[config.mk]
export PLATFORM = sky130hd
export DESIGN_NAME = sllc_top
export DESIGN_NICKNAME = d
export VERILOG_FILES = /design/src/hw/sllc_pkg.sv /design/src/hw/sllc_sync_cond.sv /design/src/hw/sllc_top.sv
export SDC_FILE = /design/constraint.sdc
export NUM_CORES = 1
export LEC_CHECK = 0
export BUFFER_PORTS_ARGS = -buffer_cell sky130_fd_sc_hd__clkbuf_2
export CELL_PAD_IN_SITES_DETAIL_PLACEMENT = 1
export CELL_PAD_IN_SITES_GLOBAL_PLACEMENT = 1
export CORE_ASPECT_RATIO = 1.25
export CORE_MARGIN = 3
export CORE_UTILIZATION = 35
export CTS_BUF_LIST = sky130_fd_sc_hd__clkbuf_8
export DETAILED_ROUTE_END_ITERATION = 8
export PLACE_DENSITY_LB_ADDON = 0.1
export SKIP_LAST_GASP = 1
export SLEW_MARGIN = 10
export SYNTH_ARGS = -nofsm -noshare
export SYNTH_HDL_FRONTEND = slang
export SYNTH_SLANG_ARGS = --single-unit
[constraint.sdc]
create_clock -name ref_clk_in -period 2.4 [get_ports ref_clk_in]
set_input_delay 0.24 -clock ref_clk_in [delete_from_list [all_inputs] [get_ports ref_clk_in]]
set_output_delay 0.24 -clock ref_clk_in [all_outputs]
set_load 0.02 [all_outputs]
[src/hw/sllc_pkg.sv]
// shared constants for the serial link layer control block
package sllc_pkg;
  // ****************************************
  // register map (printed offsets are word indices)
  // ****************************************
  localparam logic [11:0] LINK_CTRL1_IDX  = 12'h571;
  localparam logic [11:0] LINK_SYNC_IDX   = 12'h572;
  localparam logic [11:0] LINK_STATUS_IDX = 12'h57F;
  localparam logic [13:0] LINK_CTRL1_ADDR  = {LINK_CTRL1_IDX, 2'h0};
  localparam logic [13:0] LINK_SYNC_ADDR   = {LINK_SYNC_IDX, 2'h0};
  localparam logic [13:0] LINK_STATUS_ADDR = {LINK_STATUS_IDX, 2'h0};
  localparam logic [7:0]  LINK_CTRL1_RST   = 8'h14;
  localparam logic [7:0]  LINK_SYNC_RST    = 8'h00;
  localparam logic [7:0]  LINK_SYNC_WMASK  = 8'hF6;

  // ****************************************
  // field positions of the first link control register
  // ****************************************
  localparam int C1_STANDBY_ZSEL = 7;
  localparam int C1_TAIL_PN      = 6;
  localparam int C1_LONG_TPL     = 5;
  localparam int C1_FA_SET       = 4;
  localparam int C1_ILAS_HI      = 3;
  localparam int C1_ILAS_LO      = 2;
  localparam int C1_FA_INS_OFF   = 1;
  localparam int C1_POWER_DOWN   = 0;

  // ****************************************
  // field positions of the sync input control register
  // ****************************************
  localparam int SY_MODE_HI = 7;
  localparam int SY_MODE_LO = 6;
  localparam int SY_INVERT  = 5;
  localparam int SY_SE_TYPE = 4;
  localparam int SY_ENC_BYPASS = 2;
  localparam int SY_ENC_INVERT = 1;

  // ****************************************
  // encodings and timing
  // ****************************************
  localparam logic [1:0] ILAS_OFF    = 2'h0;
  localparam logic [1:0] ILAS_ONCE   = 2'h1;
  localparam logic [1:0] ILAS_REPEAT = 2'h3;
  localparam logic [1:0] SYNC_NORMAL = 2'h0;
  localparam logic [1:0] SYNC_FCGS   = 2'h2;
  localparam logic [1:0] SYNC_FDATA  = 2'h3;
  localparam int         ILAS_LEN_DEF = 16;

  typedef enum logic [1:0] {
    SLLC_PWRDN = 2'b00,
    SLLC_CGS   = 2'b01,
    SLLC_ILAS  = 2'b11,
    SLLC_DATA  = 2'b10
  } sllc_state_t;
endpackage

[src/hw/sllc_sync_cond.sv]
// sync request input conditioning: pin type, polarity and override
`timescale 1ns/1ps
`default_nettype none
module sllc_sync_cond
  import sllc_pkg::*;
(
  // clock and reset
  input  wire logic       ref_clk_in,
  input  wire logic       sys_rst_in,
  input  wire logic       ce_in,
  // pins
  input  wire logic       sync_request_positive_pin_in,
  input  wire logic       sync_request_negative_pin_in,
  // controls
  input  wire logic [1:0] sync_mode_in,
  input  wire logic       sync_invert_in,
  input  wire logic       sync_se_in,
  // result, high when code group sync is requested
  output logic            sync_req_out
);
  logic level;
  logic sync_req_reg;
  logic sync_req_next;

  // pick pin type, then polarity, then override
  always_comb begin
    level = sync_se_in ? sync_request_positive_pin_in
                       : (sync_request_positive_pin_in & ~sync_request_negative_pin_in);
    level = level ^ sync_invert_in;
    unique case (sync_mode_in)
      SYNC_FCGS:  sync_req_next = 1'b1;
      SYNC_FDATA: sync_req_next = 1'b0;
      default:    sync_req_next = ~level;
    endcase
  end

  // register the request
  always_ff @(posedge ref_clk_in or posedge sys_rst_in) begin
    if (sys_rst_in) begin
      sync_req_reg <= 1'b1;
    end else if (ce_in) begin
      sync_req_reg <= sync_req_next;
    end
  end

  assign sync_req_out = sync_req_reg;
endmodule
`default_nettype wire

[src/hw/sllc_top.sv]
// link layer control: register slave and link sequencing
// Functional notes
// - long transport test bit replaces samples with test sequence on all lanes.
// - alignment set bit set uses K28.3 and K28.7, clear only K28.7.
// - alignment sequence mode 00 off, 01 once, 11 repeated forever.
// - frame alignment characters inserted unless insertion-off bit set (debug).
// - with power bit clear link runs; code group sync follows request.
// - power bit set holds link in reset with clock gated off.
// - sync mode 00 follows input, 10 forces sync, 11 forces data.
// - sync polarity bit inverts received request level.
// - sync type bit selects differential pair or positive pin only.
// - in standby send zero samples, or sync characters when select set.
`timescale 1ns/1ps
`default_nettype none
module sllc_top
  import sllc_pkg::*;
#(
  parameter int ILAS_LEN = ILAS_LEN_DEF
)
(
  // clock, reset, enable
  input  wire logic        ref_clk_in,
  input  wire logic        sys_rst_in,
  input  wire logic        ce_in,
  // ahb-lite slave
  input  wire logic        hsel_in,
  input  wire logic [31:0] haddr_in,
  input  wire logic [1:0]  htrans_in,
  input  wire logic        hwrite_in,
  input  wire logic [2:0]  hsize_in,
  input  wire logic        hready_in,
  input  wire logic [31:0] hwdata_in,
  output logic      [31:0] hrdata_out,
  output logic             hreadyout_out,
  output logic             hresp_out,
  // sync request pins and chip standby
  input  wire logic        sync_request_positive_pin_in,
  input  wire logic        sync_request_negative_pin_in,
  input  wire logic        standby_in,
  // link controls
  output logic             link_rst_out,
  output logic             link_clk_en_out,
  output logic             send_cgs_out,
  output logic             send_ilas_out,
  output logic             send_zeros_out,
  output logic             tpl_test_out,
  output logic             frame_align_char_insert_out,
  output logic             fa_use_k28_3_out,
  output logic             tail_pn_out,
  output logic             enc_bypass_out,
  output logic             enc_invert_out
);
  // ****************************************
  // bus slave
  // ****************************************
  logic [7:0]  ctrl1_reg;
  logic [7:0]  ctrl1_next;
  logic [7:0]  syncc_reg;
  logic [7:0]  syncc_next;
  logic        wr_pend_reg;
  logic        wr_pend_next;
  logic [13:0] wr_addr_reg;
  logic [13:0] wr_addr_next;
  logic [31:0] hrdata_reg;
  logic [31:0] hrdata_next;
  logic        addr_ok;
  logic [7:0]  status_val;
  logic        sync_req;
  sllc_state_t state_reg;
  sllc_state_t state_next;

  function automatic logic [7:0] read_mux(input logic [13:0] a, input logic [7:0] c1,
                                          input logic [7:0] sy, input logic [7:0] st);
    if (a == LINK_CTRL1_ADDR) begin
      read_mux = c1;
    end else if (a == LINK_SYNC_ADDR) begin
      read_mux = sy;
    end else if (a == LINK_STATUS_ADDR) begin
      read_mux = st;
    end else begin
      read_mux = 8'h00;
    end
  endfunction

  assign addr_ok    = (haddr_in[31:14] == 18'h00000);
  assign status_val = {5'h00, sync_req, state_reg};

  // address phase capture, write in data phase, read data prepared early
  always_comb begin
    wr_pend_next = 1'b0;
    wr_addr_next = wr_addr_reg;
    hrdata_next  = hrdata_reg;
    ctrl1_next   = ctrl1_reg;
    syncc_next   = syncc_reg;
    if (wr_pend_reg) begin
      if (wr_addr_reg == LINK_CTRL1_ADDR) begin
        ctrl1_next = hwdata_in[7:0];
      end else if (wr_addr_reg == LINK_SYNC_ADDR) begin
        syncc_next = hwdata_in[7:0] & LINK_SYNC_WMASK;
      end
    end
    if (hsel_in && htrans_in[1] && hready_in) begin
      wr_pend_next = hwrite_in & addr_ok;
      wr_addr_next = haddr_in[13:0];
      hrdata_next  = 32'h00000000;
      if (!hwrite_in && addr_ok) begin
        hrdata_next = {24'h000000, read_mux(haddr_in[13:0], ctrl1_next, syncc_next, status_val)};
      end
    end
  end

  // bus registers
  always_ff @(posedge ref_clk_in or posedge sys_rst_in) begin
    if (sys_rst_in) begin
      ctrl1_reg     <= LINK_CTRL1_RST;
      syncc_reg     <= LINK_SYNC_RST;
      wr_pend_reg   <= 1'b0;
      wr_addr_reg   <= 14'h0000;
      hrdata_reg    <= 32'h00000000;
    end else if (ce_in) begin
      ctrl1_reg     <= ctrl1_next;
      syncc_reg     <= syncc_next;
      wr_pend_reg   <= wr_pend_next;
      wr_addr_reg   <= wr_addr_next;
      hrdata_reg    <= hrdata_next;
    end
  end

  assign hrdata_out    = hrdata_reg;
  assign hreadyout_out = 1'b1;   // zero wait states, no stall source
  assign hresp_out     = 1'b0;   // always okay

  // ****************************************
  // sync request conditioning
  // ****************************************
  sllc_sync_cond u_sync (
    .ref_clk_in                   (ref_clk_in),
    .sys_rst_in                   (sys_rst_in),
    .ce_in                        (ce_in),
    .sync_request_positive_pin_in (sync_request_positive_pin_in),
    .sync_request_negative_pin_in (sync_request_negative_pin_in),
    .sync_mode_in                 (syncc_reg[SY_MODE_HI:SY_MODE_LO]),
    .sync_invert_in               (syncc_reg[SY_INVERT]),
    .sync_se_in                   (syncc_reg[SY_SE_TYPE]),
    .sync_req_out                 (sync_req)
  );

  // ****************************************
  // link sequencer
  // ****************************************
  logic [1:0]  ilas_mode;
  logic [15:0] ilas_cnt_reg;
  logic [15:0] ilas_cnt_next;
  logic [10:0] out_reg;
  logic [10:0] out_next;

  assign ilas_mode = ctrl1_reg[C1_ILAS_HI:C1_ILAS_LO];

  // next link state
  always_comb begin
    state_next    = state_reg;
    ilas_cnt_next = 16'h0000;
    if (ctrl1_reg[C1_POWER_DOWN]) begin
      state_next = SLLC_PWRDN;
    end else if (sync_req) begin
      state_next = SLLC_CGS;
    end else begin
      unique case (state_reg)
        SLLC_PWRDN: state_next = SLLC_CGS;
        SLLC_CGS: begin
          state_next = (ilas_mode == ILAS_OFF) ? SLLC_DATA : SLLC_ILAS;
        end
        SLLC_ILAS: begin
          ilas_cnt_next = ilas_cnt_reg + 16'h0001;
          if (ilas_mode != ILAS_REPEAT && ilas_cnt_reg == 16'(ILAS_LEN - 1)) begin
            state_next    = SLLC_DATA;
            ilas_cnt_next = 16'h0000;
          end else if (ilas_cnt_reg == 16'(ILAS_LEN - 1)) begin
            ilas_cnt_next = 16'h0000;
          end
        end
        SLLC_DATA: state_next = SLLC_DATA;
      endcase
    end
  end

  // output controls derived from next state and settings
  always_comb begin
    out_next = 11'h000;
    out_next[10] = (state_next == SLLC_PWRDN);
    out_next[9]  = (state_next != SLLC_PWRDN);
    out_next[8]  = (state_next == SLLC_CGS);
    out_next[7]  = (state_next == SLLC_ILAS);
    out_next[5]  = (state_next == SLLC_DATA) & ctrl1_next[C1_LONG_TPL];
    out_next[4]  = ~ctrl1_next[C1_FA_INS_OFF];
    out_next[3]  = ctrl1_next[C1_FA_SET];
    out_next[2]  = ctrl1_next[C1_TAIL_PN];
    out_next[1]  = syncc_next[SY_ENC_BYPASS];
    out_next[0]  = syncc_next[SY_ENC_INVERT];
    if (standby_in && state_next != SLLC_PWRDN) begin
      out_next[8] = ctrl1_next[C1_STANDBY_ZSEL];
      out_next[6] = ~ctrl1_next[C1_STANDBY_ZSEL];
      out_next[7] = 1'b0;
      out_next[5] = 1'b0;
    end
  end

  // sequencer registers
  always_ff @(posedge ref_clk_in or posedge sys_rst_in) begin
    if (sys_rst_in) begin
      state_reg    <= SLLC_PWRDN;
      ilas_cnt_reg <= 16'h0000;
      out_reg      <= 11'h418;   // link in reset, insertion on, both alignment chars, tail pn off
    end else if (ce_in) begin
      state_reg    <= state_next;
      ilas_cnt_reg <= ilas_cnt_next;
      out_reg      <= out_next;
    end
  end

  assign link_rst_out                = out_reg[10];
  assign link_clk_en_out             = out_reg[9];
  assign send_cgs_out                = out_reg[8];
  assign send_ilas_out               = out_reg[7];
  assign send_zeros_out              = out_reg[6];
  assign tpl_test_out                = out_reg[5];
  assign frame_align_char_insert_out = out_reg[4];
  assign fa_use_k28_3_out            = out_reg[3];
  assign tail_pn_out                 = out_reg[2];
  assign enc_bypass_out              = out_reg[1];
  assign enc_invert_out              = out_reg[0];
endmodule
`default_nettype wire

Word level (Yosys, flattened, before mapping)
Cells that the tools add are included.
{ "classes": {"bitwise": 8, "addsub": 1, "eq_ne": 15, "reduce_logical": 12, "mux": 23} }
{ "ops": {"columns": ["op", "count"], "rows": [
  ["16-bit two-way mux", 5],
  ["14-bit by 13-bit == test with 1-bit output (second input constant)", 5],
  ["8-bit two-way mux", 8],
  ["18-bit logical NOT", 1],
  ["16-bit by 1-bit adder with 16-bit output (second input constant)", 1],
  ["16-bit by 4-bit == test with 1-bit output (second input constant)", 1],
  ["2-bit == test (second input constant)", 6],
  ["2-bit one-hot mux with 4 select lines", 1],
  ["2-bit logical NOT", 3],
  ["2-bit two-way mux", 3],
  ["1-bit logical AND", 5],
  ["2-bit by 1-bit == test with 1-bit output (second input constant)", 2],
  ["4-bit two-way mux", 1],
  ["1-bit inverter", 4],
  ["1-bit bitwise AND", 3],
  ["1-bit two-way mux", 3],
  ["3-bit two-way mux", 1],
  ["2-bit != test (second input constant)", 1],
  ["1-bit one-hot mux with 2 select lines", 1],
  ["2-bit AND reduction", 1],
  ["2-bit nonzero test", 1],
  ["1-bit logical NOT", 1],
  ["1-bit XOR", 1]
]} }
{ "word_totals": {"inputBits": 78, "elab_cells": 68, "ff_bits": 93, "out_inout_bits": 45} }

Depth between registers and ports, before layout
{ "depth": {"depth_word": 9, "depth_mapped": 6, "ltp_nobuf": 6} }

Modules after synthesis
From an unflattened synthesis, not the netlist that was laid out.
{ "unflattened": {"hier_cells": 331, "hier_area_um2": 3568.4} }
{ "by_module_without_submodules": {"columns": ["module", "area_per_inst_um2", "seq_area_each_um2", "instances", "cells_per_inst"], "rows": [
  ["sllc_top", 3458.3, 1606.5, 1, 321],
  ["sllc_sync_cond", 110.1, 26.3, 1, 10]
]} }

Worst setup path before layout
Ideal clock, no wire load.
{ "synth_timing": {"path_type": "reg-to-reg", "from": "register wr_addr_reg[1]", "to": "register syncc_reg[1]", "slack_ns": -0.076, "period_less_slack_ns": 2.476, "arrival_ns": 2.351, "path_stages_with_launch": 6, "required_ns": 2.275, "n_path_buf": 1, "setup_ns": 0.125, "cell_sequence": "dfrtp_1 -> or4b_4 -> or4_1 -> or4b_4 -> buf_6 -> mux2_4"} }
{ "synth_between": {"elab_chain_cells": 4, "word_cells_on_any_way": 5, "classes_between": "eq/ne (2); mux (3)"} }
{ "synth_lines": {"columns": ["item", "line", "text"], "rows": [
  ["start: declaration", "sllc_top.sv:62", "logic [13:0] wr_addr_reg;"],
  ["start signal: assignment", "sllc_top.sv:124", "wr_addr_reg <= wr_addr_next;"],
  ["14-bit by 13-bit == test with 1-bit output", "sllc_top.sv:98", "end else if (wr_addr_reg == LINK_SYNC_ADDR) begin"],
  ["8-bit two-way mux", "sllc_top.sv:98", null],
  ["8-bit two-way mux (*)", "sllc_top.sv:96", "if (wr_addr_reg == LINK_CTRL1_ADDR) begin"],
  ["8-bit two-way mux (*)", "sllc_top.sv:95", "if (wr_pend_reg) begin"],
  ["end signal: assignment", "sllc_top.sv:122", "syncc_reg <= syncc_next;"],
  ["end: declaration", "sllc_top.sv:58", "logic [7:0] syncc_reg;"]
]} }
Mark *: on every way between the ends. The rest lies on a longest branch, timed or not.
A chain may end at the register's enable or synchronous reset.

Worst setup path after layout
{ "layout_timing": {"from": "register wr_addr_reg[5]", "to": "register syncc_reg[6]"} }
The elaborated chain is that of the path after synthesis.

==> results.sh <==
export IMPL_avgSynthCellArea_um2=10.91
export IMPL_gp_congestion=0.7624
export IMPL_grt_pass1_vias=2840
export IMPL_crit_path_max_incr_delay_ns=0.62
export IMPL_antenna_found_initial=0
export IMPL_skew_ns=0.007299
export IMPL_layout_drive_gt1_share_pct=37.04
export IMPL_hold_viol=0
export IMPL_min_path_type="input port to flip-flop"
export IMPL_crit_path_cell_trace="or4b_4, or4_4, or4b_4, mux2_4"
export IMPL_path_common_cell="or4b_4"
export IMPL_hold_ws_ns=0.1417
export IMPL_clk_pin_slew_ns=0.07
export IMPL_via_per_inst=5.002
export IMPL_route_met2_wl_um=4403
export IMPL_synthCells=316
export IMPL_nets=479
export IMPL_rsz0062_at_grt="true"
export IMPL_layout_setup_ws_ns=-0.02109
export IMPL_wl_per_cell_um=16.26
export IMPL_synth_top_area_share_pct=43.56
export IMPL_nFillCells=1079
export IMPL_p_int_mw=1.780
export IMPL_leakagePower_nw=1.982
export IMPL_drcViolationCount=0
export IMPL_p_switching_mw=0.6652
export IMPL_seq_area_frac_synth_pct=47.37
export IMPL_synth_area_um2=3447
export IMPL_peakVddDrop_mv=0.3021
export IMPL_drv_slew=0
export IMPL_cp_end_kind="flip-flop"
export IMPL_fp_dieArea_um2=11080
export IMPL_p_clk_share_pct=37.8
export IMPL_setup_viol=7
export IMPL_synth_top_area_cell="dfrtp_1"
export IMPL_critPathSlowestCell="or4b_4"
export IMPL_io_pins=123
export IMPL_cts_buffers=9
export IMPL_status="finished, violations left"
export IMPL_grt_use_total_pct=16.95
export IMPL_largest_reg_flops=16
export IMPL_layout_min_cycle_time_ns=2.421
export IMPL_cap_violations=0
export IMPL_critical_path_top_delay_family="simple AND/OR/NAND/NOR gates"
export IMPL_yosysMostFrequentCell="dfrtp_1"
export IMPL_antenna_cells=0
export IMPL_synthArstFlopShare_pct=100.0
export IMPL_power_density_nw_per_um2=589.8
export IMPL_core_area_um2=9369
export IMPL_clk_latency_ns=0.35
export IMPL_setup_tns_ns=-0.07766
export IMPL_fmax_mhz=413.0
export IMPL_grt_max_degree=66
export IMPL_critPathKind="flip-flop to flip-flop"
export IMPL_fp_row_count=39
export IMPL_seq_power_share_pct=49.9
export IMPL_m1WireLength_um=3692
export IMPL_synthTopCellsByArea="dfrtp_1 44%, mux2_2 7.5%, buf_4 5.7%, mux2_4 5.2%, dfstp_2 3.8%"
export IMPL_die_h_um=117.0
export IMPL_highest_layer="met4"
export IMPL_seq_area_um2=1633
export IMPL_final_cell_count_no_fill=528
export IMPL_ys_top_cells_by_count="60 x dfrtp_1, 26 x buf_4, 25 x nor2_1"
export IMPL_synth_edf_count=0
export IMPL_root_buffer="clkbuf_8"
export IMPL_post_cts_repair_setup_buffers=0
export IMPL_grt_pass1_wl_um=14520
export IMPL_swShare_pct=27.21
export IMPL_cp_arrival_ns=2.65
export IMPL_failed_checks="setup timing"
export IMPL_vias=2641
export IMPL_dr_pass1_iters=4
export IMPL_die_x_um=94.77
export IMPL_ys_flop_type="dfrtp_1"
export IMPL_dp_slack_ns=-0.07117
export IMPL_numPlacedInstances=512
export IMPL_ant_nets=0
export IMPL_cp_required_ns=2.63
export IMPL_combPwrFrac_pct=12.3
export IMPL_start_kind="flip-flop"
export IMPL_multi_input_area_um2=1647
export IMPL_wl_met3_um=315
export IMPL_cp_max_fo=8
export IMPL_area_delta_synth_final_pct=20.25
export IMPL_io_buffers=68
export IMPL_drtIter0Drc=36
export IMPL_cts_tree="built"
export IMPL_ys_ff_latch=65
export IMPL_htree_num_levels=3
export IMPL_hpwl_um=6498
export IMPL_gr_total_overflow=0
export IMPL_finalCritPeriodShare_pct=100.9
export IMPL_cp_num_buf_inv=0
export IMPL_clock_sinks=65
export IMPL_yosys_cell_types_count=56
export IMPL_initial_core_util_pct=36.79
export IMPL_clockBufferDepth=2
export IMPL_drt_total_wl_um=8587
export IMPL_yosys_warnings=0
-- power by group through the flow --
| stage | combinational (mW) | sequential (mW) | clock (mW) |
|---|---|---|---|
| global route | 0.333 | 1.23 | 1.02 |
| CTS | 0.305 | 1.22 | 0.954 |
| finish | 0.300 | 1.22 | 0.924 |
| detailed placement | 0.302 | 1.24 | 0 |
| global placement | 0.294 | 1.24 | 0 |
| floorplan | 0.215 | 1.23 | 0 |
-- kinds of logic after synthesis --
group | synth area share (%)
fa+ha+maj | 0.3629
xor+xnor | 3.049
simple gates | 18.08
flops | 47.37
mux | 14.77
buf+inv | 7.768
compound gates | 8.386
other cells | 0.2179
-- cells in the final DEF (no fill, tap or decap), types with 3 or more instances in the layout --
| cell | instances |
|---|---|
| nand2_1 | 22 |
| nor4b_1 | 3 |
| a21oi_1 | 10 |
| nand4b_1 | 3 |
| clkbuf_8 | 9 |
| nor2b_1 | 3 |
| nand4_1 | 6 |
| xor2_1 | 10 |
| nor3_1 | 4 |
| nor4_1 | 9 |
| dfstp_2 | 5 |
| clkbuf_2 | 68 |
| mux2_2 | 23 |
| o21ai_0 | 12 |
| a21o_1 | 3 |
| nand3_1 | 8 |
| or4b_4 | 3 |
| and3_1 | 3 |
| inv_1 | 7 |
| conb_1 | 26 |
| nor2_1 | 25 |
| dfrtp_1 | 60 |
| buf_4 | 13 |
| mux2_4 | 12 |
| mux2i_1 | 7 |
| clkinv_2 | 3 |
-- path summary, 6_finish.rpt --
kind | start | end | slack (ns) | cells past startpoint
hold reg to reg | out_reg[8] | out_reg[8] | 0.50 | 1
min in group asynchronous | sys_rst_in | wr_addr_reg[11] | 0.49 | 4
hold / removal | hwrite_in | wr_pend_reg | 0.14 | 2
max in group asynchronous | sys_rst_in | out_reg[4] | 1.56 | 4
setup reg to reg | wr_addr_reg[5] | syncc_reg[6] | -0.02 | 4
setup / recovery | wr_addr_reg[5] | syncc_reg[6] | -0.02 | 4
-- per-stage QoR --
step	total power, mW	utilization [%]	cell area, um^2
after floorplan	1.448	-	3540
after global placement	1.534	42.07	3941
after detailed placement	1.545	42.07	3941
after CTS	2.481	44.36	4156
after global routing	2.588	44.24	4145
final	2.445	44.24	4145
-- metal layers --
layer | up-vias | global-route usage (%)
met5 | - | 0
met4 | 0 | 7.796
met3 | 14 | 2.621
met2 | 65 | 29.02
met1 | 1307 | 20.96
li1 | 1255 | -
-- area by class of cell --
cell class	instances	area share, %
Clock inverter	7	1.690
Clock buffer	9	2.988
Tap cell	123	3.713
Inverter	8	0.7244
Timing Repair Buffer	84	11.77
Sequential cell	65	39.39
Multi-Input combinational cell	232	39.72
-- what timing repair did --
action                     4_1_cts  5_1_grt
hold buffers                     1        0
gates resized for setup          3        0
hold endpoints to repair        60        0
setup endpoints to repair       12       12
gates cloned                     0        0
No activity file was read; power rests on OpenSTA's default activity.
